$ cat config.mk
export PLATFORM = sky130hd
export DESIGN_NAME = sac_adc_ctrl
export DESIGN_NICKNAME = d
export VERILOG_FILES = /design/src/common/sac_pkg.sv /design/src/design/sac_adc_ctrl.sv
export SDC_FILE = /design/constraint.sdc
export NUM_CORES = 1
export LEC_CHECK = 0
export BUFFER_PORTS_ARGS = -buffer_cell sky130_fd_sc_hd__buf_4
export CAP_MARGIN = 0
export CORE_MARGIN = 2
export CORE_UTILIZATION = 48
export CTS_BUF_LIST = sky130_fd_sc_hd__clkbuf_4
export DETAILED_ROUTE_END_ITERATION = 16
export GPL_TIMING_DRIVEN = 1
export PLACE_DENSITY = 0.78
export SLEW_MARGIN = 40
export SYNTH_ARGS = -nofsm -noshare
export SYNTH_HDL_FRONTEND = slang
export SYNTH_SLANG_ARGS = --single-unit
$ cat constraint.sdc
create_clock -name i_clk -period 2.5 [get_ports i_clk]
set_input_delay 0.125 -clock i_clk [delete_from_list [all_inputs] [get_ports i_clk]]
set_output_delay 0.125 -clock i_clk [all_outputs]
set_load 0.02 [all_outputs]
$ cat src/common/sac_pkg.sv
// Package of constants and types for the converter control block
package sac_pkg;

    // ****************************************************************
    // Register map (byte addresses on the 32-bit APB bus)
    // ****************************************************************
    localparam logic [11:0] SAC_ADDR_PORT   = 12'h004;   // Pin read-back, masked
    localparam logic [11:0] SAC_ADDR_MAIN   = 12'h008;   // converter_control_main
    localparam logic [11:0] SAC_ADDR_RESULT = 12'h00C;   // conversion_result
    localparam logic [11:0] SAC_ADDR_CONFIG = 12'h088;   // converter_port_config

    // ****************************************************************
    // Field positions in converter_control_main and converter_port_config
    // ****************************************************************
    localparam int SAC_CLKSEL_HI = 7;   // conv_clock_select top bit
    localparam int SAC_CLKSEL_LO = 6;   // conv_clock_select low bit
    localparam int SAC_BIT5      = 5;   // Storage bit or channel top bit
    localparam int SAC_CHS_HI    = 4;   // channel_select top bit
    localparam int SAC_CHS_LO    = 3;   // channel_select low bit
    localparam int SAC_GO        = 2;   // Go flag
    localparam int SAC_FLAG      = 1;   // conversion_complete_flag
    localparam int SAC_ON        = 0;   // converter_on
    localparam int SAC_PCFG_HI   = 1;   // port_config_select top bit
    localparam int SAC_PCFG_LO   = 0;   // port_config_select low bit

    // ****************************************************************
    // Reset values
    // ****************************************************************
    localparam logic [7:0] SAC_MAIN_RST   = 8'h00;
    localparam logic [1:0] SAC_PCFG_RST   = 2'h0;
    localparam logic [7:0] SAC_RESULT_RST = 8'h00;

    // ****************************************************************
    // Conversion clock and timing counts, in half bit periods
    // ****************************************************************
    localparam logic [1:0] SAC_CLK_DIV2  = 2'h0;   // bit period 2 core clocks
    localparam logic [1:0] SAC_CLK_DIV8  = 2'h1;   // bit period 8 core clocks
    localparam logic [1:0] SAC_CLK_DIV32 = 2'h2;   // bit period 32 core clocks
    localparam logic [1:0] SAC_CLK_RC    = 2'h3;   // internal_rc_clock
    localparam logic [3:0] SAC_HALF_DIV2  = 4'h1;  // core clocks per half period
    localparam logic [3:0] SAC_HALF_DIV8  = 4'h4;
    localparam logic [3:0] SAC_HALF_DIV32 = 4'h0;  // 16 wraps to zero in 4 bits
    localparam logic [4:0] SAC_HALF_SETUP = 5'h03; // 1.5 periods before first bit
    localparam logic [4:0] SAC_HALF_CONV  = 5'h13; // 9.5 periods in all
    localparam logic [4:0] SAC_HALF_GAP   = 5'h04; // 2 periods after a conversion

    // ****************************************************************
    // Sequencer states
    // ****************************************************************
    typedef enum logic [1:0] {
        SAC_OFF  = 2'b00,   // Converter powered down
        SAC_ACQ  = 2'b01,   // Hold capacitor tracking the channel
        SAC_CONV = 2'b10,   // Successive approximation running
        SAC_GAP  = 2'b11    // Capacitor disconnected after a conversion
    } sac_state_t;

    // ****************************************************************
    // Analog front-end control carrier
    // ****************************************************************
    typedef struct packed {
        logic       power_on;     // Converter supplied
        logic       sample;       // Hold capacitor connected to the channel
        logic       ref_ext;      // Reference taken from pin 3
        logic [1:0] channel;      // Selected analog input
        logic [7:0] dac_code;     // Trial code for the comparator
        logic [3:0] analog_mask;  // Pins in analog use
    } sac_afe_t;

endpackage

$ cat src/design/sac_adc_ctrl.sv
// Control logic of a four-channel 8-bit successive-approximation converter
//
// What this block does
// - Successive approximation yields 8-bit unsigned code
// - Conversion continues in sleep on RC clock
// - Bits 7-6 pick /2, /8, /32, RC
// - Bits 4-3 select analog input 0 to 3
// - Three-bit channel field ignores its top bit
// - Go write starts conversion, reads 1 meanwhile
// - Completion loads result, clears go, sets flag
// - Hardware sets completion flag, software clears it
// - Converter-on bit powers converter, off draws nothing
// - Bit 5 is storage or reads zero
// - Port configuration field selects analog pin use
// - Second register upper bits zero, reset zero
// - Two periods pass before next acquisition
// - Software clears flag before enabling interrupts
// - Full conversion lasts nine and half periods
// - Go cleared aborts, result kept, gap follows
// - Analog pins read zero from port register
//
// The APB interface to the registers is this design's own decision.
`timescale 1ns/10ps
`default_nettype none

module sac_adc_ctrl #(
    parameter bit GP_BIT5  = 1'b1,  // Bit 5 is a storage bit
    parameter bit CHS_3BIT = 1'b0   // Bit 5 is the channel field top bit
) (
    // Clock and reset
    input  wire logic                 i_clk,
    input  wire logic                 i_reset,
    // APB slave
    input  wire logic                 psel,
    input  wire logic                 penable,
    input  wire logic                 pwrite,
    input  wire logic [11:0]          paddr,
    input  wire logic [31:0]          pwdata,
    output logic      [31:0]          prdata,
    output logic                      pready,
    output logic                      pslverr,
    // Device state and analog side
    input  wire logic                 i_sleep,
    input  wire logic                 i_rc_half_tick,
    input  wire logic                 i_cmp_high,
    input  wire logic [3:0]           i_port_pins,
    // Front-end control and status
    output sac_pkg::sac_afe_t         o_afe,
    output logic                      o_complete_flag,
    output logic                      o_busy
);
    import sac_pkg::*;

    // ****************************************************************
    // Decode helpers
    // ****************************************************************

    // Pins in analog use for each port configuration code
    function automatic logic [3:0] analog_pins(input logic [1:0] pcfg);
        case (pcfg)
            2'h0:    analog_pins = 4'b1111;  // All four analog
            2'h1:    analog_pins = 4'b0111;  // Pin 3 is the reference
            2'h2:    analog_pins = 4'b0011;  // Pins 2-3 digital
            default: analog_pins = 4'b0000;  // All digital
        endcase
    endfunction

    // Core clocks per half bit period; zero means sixteen
    function automatic logic [3:0] half_div(input logic [1:0] sel);
        case (sel)
            SAC_CLK_DIV2: half_div = SAC_HALF_DIV2;
            SAC_CLK_DIV8: half_div = SAC_HALF_DIV8;
            default:      half_div = SAC_HALF_DIV32;
        endcase
    endfunction

    // ****************************************************************
    // State
    // ****************************************************************
    logic [1:0]  clksel_r,  clksel_nxt;   // conv_clock_select
    logic        bit5_r,    bit5_nxt;     // Storage or channel top bit
    logic [1:0]  chs_r,     chs_nxt;      // channel_select, low two bits
    logic        go_r,      go_nxt;       // Go flag
    logic        flag_r,    flag_nxt;     // conversion_complete_flag
    logic        on_r,      on_nxt;       // converter_on
    logic [1:0]  pcfg_r,    pcfg_nxt;     // port_config_select
    logic [7:0]  result_r,  result_nxt;   // conversion_result
    sac_state_t  state_r,   state_nxt;    // Sequencer state
    logic [4:0]  half_r,    half_nxt;     // Half periods in this phase
    logic [3:0]  div_r,     div_nxt;      // Core clock divider
    logic [7:0]  sar_r,     sar_nxt;      // Trial register
    logic [2:0]  bitidx_r,  bitidx_nxt;   // Bit under trial
    logic [31:0] prdata_nxt;              // Read data to be registered
    logic        pready_nxt;              // Answer strobe to be registered
    logic        pslverr_nxt;             // Error flag to be registered
    sac_afe_t    afe_nxt;                 // Front-end controls to be registered
    logic        flag_out_nxt;            // Flag copy for the output
    logic        busy_nxt;                // Busy copy for the output

    // Combinational helpers
    logic        acc;           // Access phase of an APB transfer
    logic        fire;          // Transfer completes on this edge
    logic        wr_main;       // Write to the main control register
    logic        wr_cfg;        // Write to the port config register
    logic        wr_res;        // Write to the result register
    logic        mapped;        // Address hits a register
    logic        half_tick;     // One half bit period has passed
    logic        done;          // Conversion completes on this edge
    logic [7:0]  main_rd;       // Read view of the main register

    // ****************************************************************
    // Bus decode
    // ****************************************************************

    // Answer comes one cycle into the access phase, from a flop
    always_comb begin
        acc     = psel && penable;
        fire    = acc && pready;
        mapped  = (paddr == SAC_ADDR_PORT) || (paddr == SAC_ADDR_MAIN) ||
                  (paddr == SAC_ADDR_RESULT) || (paddr == SAC_ADDR_CONFIG);
        wr_main = fire && pwrite && (paddr == SAC_ADDR_MAIN);
        wr_cfg  = fire && pwrite && (paddr == SAC_ADDR_CONFIG);
        wr_res  = fire && pwrite && (paddr == SAC_ADDR_RESULT);
        main_rd = {clksel_r, bit5_r, chs_r, go_r, flag_r, on_r};
    end

    // ****************************************************************
    // Conversion clock
    // ****************************************************************

    // Core-derived ticks stop in sleep; only the RC source keeps running
    always_comb begin
        div_nxt   = div_r;
        half_tick = 1'b0;
        if (state_r == SAC_OFF) begin
            div_nxt = 4'h0;                               // Quiet when off
        end else if (state_r == SAC_ACQ && go_r && clksel_r != SAC_CLK_RC) begin
            // Restart the divider at the start so a conversion spans 9.5 periods
            // The RC source runs free, so there it may end up to half a period early
            div_nxt = 4'h0;
        end else if (clksel_r == SAC_CLK_RC) begin
            half_tick = i_rc_half_tick;                   // Runs in sleep
            div_nxt   = 4'h0;
        end else if (!i_sleep) begin
            div_nxt   = div_r + 4'h1;
            half_tick = (div_nxt == half_div(clksel_r));
            if (half_tick) begin
                div_nxt = 4'h0;
            end
        end
    end

    // ****************************************************************
    // Sequencer and control registers
    // ****************************************************************

    // Hardware completion wins over a same-cycle software write of the flag
    always_comb begin
        clksel_nxt = clksel_r;
        bit5_nxt   = bit5_r;
        chs_nxt    = chs_r;
        go_nxt     = go_r;
        flag_nxt   = flag_r;
        on_nxt     = on_r;
        pcfg_nxt   = pcfg_r;
        result_nxt = result_r;
        state_nxt  = state_r;
        half_nxt   = half_r;
        sar_nxt    = sar_r;
        bitidx_nxt = bitidx_r;
        done       = 1'b0;

        // Software writes
        if (wr_main) begin
            clksel_nxt = pwdata[SAC_CLKSEL_HI:SAC_CLKSEL_LO];
            bit5_nxt   = (GP_BIT5 || CHS_3BIT) && pwdata[SAC_BIT5];
            chs_nxt    = pwdata[SAC_CHS_HI:SAC_CHS_LO];
            flag_nxt   = pwdata[SAC_FLAG];
            on_nxt     = pwdata[SAC_ON];
            // Start only if already on before this write
            if (pwdata[SAC_GO] && on_r && pwdata[SAC_ON]) begin
                go_nxt = 1'b1;
            end else if (!pwdata[SAC_GO]) begin
                go_nxt = 1'b0;
            end
        end
        if (wr_cfg) begin
            pcfg_nxt = pwdata[SAC_PCFG_HI:SAC_PCFG_LO];
        end
        if (wr_res) begin
            result_nxt = pwdata[7:0];
        end

        // Sequencer
        case (state_r)
            SAC_OFF: begin
                go_nxt   = 1'b0;
                half_nxt = 5'h00;
                if (on_r) begin
                    state_nxt = SAC_ACQ;
                end
            end
            SAC_ACQ: begin
                half_nxt = 5'h00;
                if (go_r) begin
                    state_nxt  = SAC_CONV;
                    sar_nxt    = 8'h80;                // MSB trial first
                    bitidx_nxt = 3'h7;
                end
            end
            SAC_CONV: begin
                if (!go_nxt) begin
                    state_nxt = SAC_GAP;               // Abort, result kept
                    half_nxt  = 5'h00;
                end else if (half_tick) begin
                    half_nxt = half_r + 5'h01;
                    // Each bit closes on every second half period
                    if (half_nxt > SAC_HALF_SETUP && !half_nxt[0]) begin
                        if (!i_cmp_high) begin
                            sar_nxt[bitidx_r] = 1'b0;
                        end
                        if (bitidx_r != 3'h0) begin
                            sar_nxt[bitidx_r - 3'h1] = 1'b1;
                            bitidx_nxt = bitidx_r - 3'h1;
                        end
                    end
                    if (half_nxt == SAC_HALF_CONV) begin
                        done       = 1'b1;
                        result_nxt = sar_nxt;
                        go_nxt     = 1'b0;
                        flag_nxt   = 1'b1;
                        state_nxt  = SAC_GAP;
                        half_nxt   = 5'h00;
                    end
                end
            end
            SAC_GAP: begin
                if (half_tick) begin
                    half_nxt = half_r + 5'h01;
                    if (half_nxt == SAC_HALF_GAP) begin
                        state_nxt = SAC_ACQ;           // Reacquire
                        half_nxt  = 5'h00;
                    end
                end
            end
            default: begin
                state_nxt = SAC_OFF;
            end
        endcase

        // Power-off shuts everything down at once
        if (!on_nxt) begin
            state_nxt = SAC_OFF;
            go_nxt    = 1'b0;
            half_nxt  = 5'h00;
        end
    end

    // ****************************************************************
    // Output and bus answer
    // ****************************************************************

    // All outputs are registered; bus answer from the current state, front end and status copies of the next state
    always_comb begin
        pready_nxt  = acc && !pready;
        pslverr_nxt = acc && !pready && !mapped;
        prdata_nxt  = 32'h0000_0000;
        if (acc && !pready && !pwrite) begin
            if (paddr == SAC_ADDR_MAIN) begin
                prdata_nxt[7:0] = main_rd;
            end else if (paddr == SAC_ADDR_CONFIG) begin
                prdata_nxt[1:0] = pcfg_r;
            end else if (paddr == SAC_ADDR_RESULT) begin
                prdata_nxt[7:0] = result_r;
            end else if (paddr == SAC_ADDR_PORT) begin
                prdata_nxt[3:0] = i_port_pins & ~analog_pins(pcfg_r);
            end
        end
        afe_nxt.power_on    = on_nxt;
        afe_nxt.sample      = (state_nxt == SAC_ACQ);
        afe_nxt.ref_ext     = (pcfg_nxt == 2'h1);
        afe_nxt.channel     = chs_nxt;
        afe_nxt.dac_code    = (state_nxt == SAC_CONV) ? sar_nxt : 8'h00;
        afe_nxt.analog_mask = analog_pins(pcfg_nxt);
        flag_out_nxt        = flag_nxt;                             // Request level
        busy_nxt            = go_nxt;
    end

    // ****************************************************************
    // Registers
    // ****************************************************************

    // Synchronous reset; all control bits come up zero
    always_ff @(posedge i_clk) begin
        if (i_reset) begin
            clksel_r        <= SAC_MAIN_RST[7:6];
            bit5_r          <= SAC_MAIN_RST[5];
            chs_r           <= SAC_MAIN_RST[4:3];
            go_r            <= SAC_MAIN_RST[2];
            flag_r          <= SAC_MAIN_RST[1];
            on_r            <= SAC_MAIN_RST[0];
            pcfg_r          <= SAC_PCFG_RST;
            result_r        <= SAC_RESULT_RST;
            state_r         <= SAC_OFF;
            half_r          <= 5'h00;
            div_r           <= 4'h0;
            sar_r           <= 8'h00;
            bitidx_r        <= 3'h7;
            prdata          <= 32'h0000_0000;
            pready          <= 1'b0;
            pslverr         <= 1'b0;
            o_afe           <= '0;
            o_complete_flag <= 1'b0;
            o_busy          <= 1'b0;
        end else begin
            clksel_r        <= clksel_nxt;
            bit5_r          <= bit5_nxt;
            chs_r           <= chs_nxt;
            go_r            <= go_nxt;
            flag_r          <= flag_nxt;
            on_r            <= on_nxt;
            pcfg_r          <= pcfg_nxt;
            result_r        <= result_nxt;
            state_r         <= state_nxt;
            half_r          <= half_nxt;
            div_r           <= div_nxt;
            sar_r           <= sar_nxt;
            bitidx_r        <= bitidx_nxt;
            prdata          <= prdata_nxt;
            pready          <= pready_nxt;
            pslverr         <= pslverr_nxt;
            o_afe           <= afe_nxt;
            o_complete_flag <= flag_out_nxt;
            o_busy          <= busy_nxt;
        end
    end

endmodule

`default_nettype wire

* Word level (Yosys, flattened, before mapping) *
Cells that the tools add are included.

cells by class
  add/subtract/negate cells = 3
  order comparisons = 5
  eq/ne operators = 26
  muxes and demuxes = 78
  bitwise logic cells = 8
  reductions and logical operators = 36

operators by type and width
  kind                 number
  $mux 8               16
  $mux 4               13
  $mux 5               5
  $eq 12x4->1 const B  2
  $pmux 4 s3           2
  $mux 2               10
  $mux 1               18
  $logic_and 1x1->1    16
  $pmux 8 s2           1
  $mux 3               5
  $pmux 5 s3           1
  $ne 2x2->1 const B   7
  $eq 12x3->1 const B  1
  $eq 12x8->1 const B  1
  $eq 2x2->1 const B   6
  $pmux 3 s2           2
  $eq 2x1->1 const B   5
  $and 8x8->8          1
  $logic_not 2->1      4
  $lt 3x4->1 const B   2
  $not 8->8            1
  $or 8x8->8           1
  $pmux 2 s4           1
  $reduce_or 2->1      4
  other kinds (22)     31

word-level totals
  register bits = 88
  input port bits = 56
  output and inout bits = 53
  logic and storage cells = 177

* Logic depth before layout (Yosys ltp) *
  word-level depth = 21
  mapped depth = 10
  depth with buffers taken out = 9

* Worst setup path before layout *
No wires, ideal clock.

  path kind = register to register
  start point = reg div_r[0]
  end point = reg bitidx_r[2]
  arrival = 2.357 ns
  required time = 2.430 ns
  path slack = 0.073 ns
  cell stages (with the launch flop) = 11
  path buffers = 2
  period minus slack after synthesis = 2.427 ns
  path through = dfxtp_1 ha_1 xnor2_1 or3_4 a211oi_4 a31oi_4 buf_6 buf_6 o41ai_2 a21oi_1 o21bai_1

on the way
  longest elaborated chain between the ends = 8

RTL lines
  element                            RTL line             text
  start, declared                    sac_adc_ctrl.sv:90   logic [3:0] div_r, div_nxt;
  start signal, assigned             sac_adc_ctrl.sv:326  div_r <= div_nxt;
  $add 4x1->4                        sac_adc_ctrl.sv:145  div_nxt = div_r + 4'h1;
  $eq 4x4->1                         sac_adc_ctrl.sv:146  half_tick = (div_nxt == half_div(clksel_r));
  $mux 1                             sac_adc_ctrl.sv:144  end else if (!i_sleep) begin
  $mux 1                             sac_adc_ctrl.sv:141  end else if (clksel_r == SAC_CLK_RC) begin
  $mux 1                             sac_adc_ctrl.sv:137  end else if (state_r == SAC_ACQ && go_r && clksel_r != SAC_CLK_RC) begin
  $mux 1                             sac_adc_ctrl.sv:135  if (state_r == SAC_OFF) begin
  $ne 2x2->1 (no source line)        --
  $reduce_and 6->1 (no source line)  --
  end signal, assigned               sac_adc_ctrl.sv:328  bitidx_r <= bitidx_nxt;
  end, declared                      sac_adc_ctrl.sv:92   logic [2:0] bitidx_r, bitidx_nxt;

No other way between the ends.
A chain may end at the register's enable or synchronous reset.

* Final worst setup path *
  start point = reg div_r[1]
  end point = reg result_r[1]

on the way
  longest elaborated chain between the ends = 9

RTL lines
  element               RTL line             text
  $add 4x1->4           sac_adc_ctrl.sv:145
  $eq 4x4->1            sac_adc_ctrl.sv:146
  $mux 1                sac_adc_ctrl.sv:144
  $mux 1                sac_adc_ctrl.sv:141
  $mux 1                sac_adc_ctrl.sv:137
  $mux 1                sac_adc_ctrl.sv:135
  $mux 8                sac_adc_ctrl.sv:215  end else if (half_tick) begin
  $mux 8                sac_adc_ctrl.sv:212  if (!go_nxt) begin
  $mux 8                sac_adc_ctrl.sv:195  case (state_r)
  end signal, assigned  sac_adc_ctrl.sv:323  result_r <= result_nxt;
  end, declared         sac_adc_ctrl.sv:87   logic [7:0] result_r, result_nxt;

No other way between the ends.

==> flow_metrics.tcl <==
set metrics [dict create \
    startpoint_type "register" \
    place_inst 593 \
    tightest_slew_ns 0.670 \
    dr_total_vias 3534 \
    worst_slack_ns -0.0494 \
    cp_max_fo 5 \
    area_delta_synth_final_pct 31.1 \
    numCtsBuffers 9 \
    cts_tree "yes" \
    std_cell_rows 31 \
    antenna_left 0 \
    status "finished with violations" \
    endpoint_kind "register" \
    stdcell_count 627 \
    fin_worst_skew_ns 0.0240 \
    pwr-share-comb 0.071 \
    async_flop_share 0 \
    cap_violations 0 \
    finalSetupTns_ns -0.178 \
    setup_violations 7 \
    synth_seq_cells 63 \
    nFillCells 573 \
    path_cells "ha_4 > xnor2_2 > or3_4 > a211oi_4 > a31oi_4 > buf_12 > buf_8 > nor3_4 > buf_6 > clkbuf_16 > nor2_1 > a211oi_1" \
    chipHeight_microns 90.9 \
    dieArea_sq_um 8270 \
    final_util 0.652 \
    core_sq_um 7290 \
    crit_required_ns 2.82 \
    hold-worst-slack_ns 0.0228 \
    syn_inst 424 \
    hold_viol_final 0 \
    synth_area_per_cell_sq_um 8.55 \
    clock_path_buffers 2 \
    clkSinkCount 63 \
    pwr-share-clk 0.388 \
    synth_top_area_share 0.348 \
    crit_family "compound AO/OA/AOI/OAI gates" \
    path_clk_slew_ns 0.12 \
    worstPathArrival_ns 2.87 \
    grt_overflow 0 \
    rsz0062_at_grt "true" \
    clk_latency_ns 0.41 \
    synth_edf_count 0 \
    pin_count 109 \
    slowest_stage "or3_4" \
    antenna_found_initial 0 \
    ys_seq_area_frac 0.348 \
    power_mw 1.86 \
    p_per_area_nw_per_um2 392 \
    drive_gt1_frac 0.307 \
    yosys.cell_types.count 72 \
    slew_violations 0 \
    cp_num_buf_inv 4 \
    gr-usage-all-layers 0.218 \
    netlist_area_sq_um 3630 \
    timing.final.crit_share 1.02 \
    pwr-share-seq 0.541 \
    synthFlopType "dfxtp_1" \
    num_antenna_cells 0 \
    seq_area_sq_um 1260 \
    vias_per_cell 5.64 \
    h-tree-depth 3 \
    finalWirelength_microns 9790 \
    synthTopCellsByArea "dfxtp_1 35%, buf_4 5.6%, nor2_1 4.0%, nand2_1 3.8%, ha_1 3.8%" \
    min_period_ns 2.55 \
    ys_warn_count 0 \
    fin_nets 590 \
    grt_pass1_wl_microns 14800 \
    yosysTopAreaCell "dfxtp_1" \
    fmax_mhz 392 \
    cts_root_buffer "clkbuf_4" \
    cp_slowest_stage_delay_ns 0.37 \
    power_switching_mw 0.474 \
    initial_core_util 0.497 \
    p_int_mw 1.39 \
    grt_max_degree 35 \
    fp.dieW_microns 90.9 \
    hp-class "input port to register" \
    grt_pass1_vias 3173 \
    power_leakage_nw 1.93 \
    slew_headroom 0.550 \
    routabilityCongestion 0.904 \
    violations "negative setup slack" \
    drt-initial-drc-count 244 \
    dp_hpwl_microns 6460 \
    detail_route.wl_per_cell_microns 15.6 \
    drc 0 \
    switching_share 0.254 \
    multi_input_area_sq_um 2260 \
    vdd_ir_drop_max_uv 243 \
    port_buffers 60 \
    path_class "register to register" \
    first_pass_iters 5 \
]
-- metal layers --
metal,GRT usage,share of wire
met1,0.274,0.43
met2,0.366,0.47
met3,0.0456,0.074
met4,0.0821,0.019
met5,0,0
-- kinds of logic after synthesis --
family	count (synthesis)	share of synthesized area
muxes	17	0.0493
other	1	0.00103
xor gates and xnor gates	6	0.0145
and+or+nand+nor	162	0.240
DFF	63	0.348
AOI/OAI and AO/OA	106	0.216
adders and majority gates	11	0.0379
buffers and inverters	58	0.0931
-- per-stage QoR --
stage | setup WS, ns | area (sq um)
2_1_floorplan | 0.0728 | 3710
3_3_place_gp | 0.00224 | 4240
3_5_place_dp | -0.0305 | 4240
4_1_cts | 0.000157 | 4470
5_1_grt | -0.0942 | 4760
6_report | -0.0494 | 4760
-- area by class of cell --
cell class | instances | area share
multi-input cells | 326 | 0.476
flip-flops and latches | 63 | 0.266
repair buffers | 107 | 0.190
well taps | 99 | 0.0260
clock buffers | 11 | 0.0174
inverters | 16 | 0.0126
clock inverters | 5 | 0.0121
-- registers in the layout (all words and copies together) (netlist names), 3 cells and up --
name      count
bitidx_r      3
result_r      8
sar_r         8
o_afe        13
div_r         4
half_r        5
prdata        8
-- cell usage after synthesis, types with 4 or more instances --
cell / instances
or3_1: 5
xnor2_1: 4
ha_1: 11
and2_1: 9
nand3_1: 7
a21oi_1: 22
and3_1: 5
o211ai_1: 6
nor3_1: 11
inv_1: 15
a31oi_1: 7
o21ai_1: 5
nor4_1: 6
clkbuf_1: 9
a221oi_1: 4
mux2i_1: 10
o21ai_0: 8
o21bai_1: 4
nand4_1: 4
nor2b_1: 10
a211oi_1: 9
buf_4: 27
o21a_1: 4
dfxtp_1: 63
nand2b_1: 6
mux2_2: 7
nor2_1: 39
nand2_1: 37
and4_1: 5
-- worst reg2reg max path, cell delays in order, from the launching register on --
cell       delay [ns]
dfxtp_2          0.36
ha_4             0.16
xnor2_2          0.15
or3_4            0.37
a211oi_4         0.32
a31oi_4          0.15
buf_12           0.16
buf_8            0.12
nor3_4           0.16
buf_6            0.15
clkbuf_16        0.13
nor2_1           0.04
a211oi_1         0.19
-- placed cells by master, fill, tap and decap left out, types with 5 or more instances in the layout --
cell and instances:
buf_4 90, dfxtp_1 60, nor2_1 39, nand2_1 37, conb_1 24, a21oi_1 20, inv_1 15, clkbuf_4 11
nor2b_1 10, mux2i_1 10, ha_1 10, and2_1 9, dlygate4sd3_1 9, nor3_1 8, o21ai_0 8, nand3_1 7
a31oi_1 7, mux2_2 7, nand2b_1 6, o211ai_1 6, a211oi_1 6, and3_1 5, o21ai_1 5, and4_1 5
-- final timing paths --
| kind | slack (ns) | start | endpoint | cells past startpoint |
|---|---|---|---|---|
| setup / recovery | -0.05 | div_r[1] | result_r[1] | 12 |
| setup reg to reg | -0.05 | div_r[1] | result_r[1] | 12 |
| hold reg to reg | 0.47 | bit5_r | bit5_r | 2 |
| hold / removal | 0.02 | i_sleep | div_r[1] | 3 |
-- repair_timing --
action                                  in CTS  in global routing
hold buffers                                 8                  1
gates cloned                                 0                  2
hold endpoints to repair                     7                  1
setup buffers                                1                  6
gates resized for setup                      0                 33
endpoints found under the setup margin      19                 31
pin swaps                                    1                 21
-- power groups by stage --
stage / clock network [mW] / logic [mW] / registers, mW
after global placement: 0 / 0.118 / 1.03
after floorplan: 0 / 0.0853 / 1.04
final: 0.723 / 0.132 / 1.01
after detailed placement: 0 / 0.119 / 1.03
after CTS: 0.727 / 0.128 / 1.01
after global routing: 0.773 / 0.140 / 1.01
(Power assumes the default switching activity.)
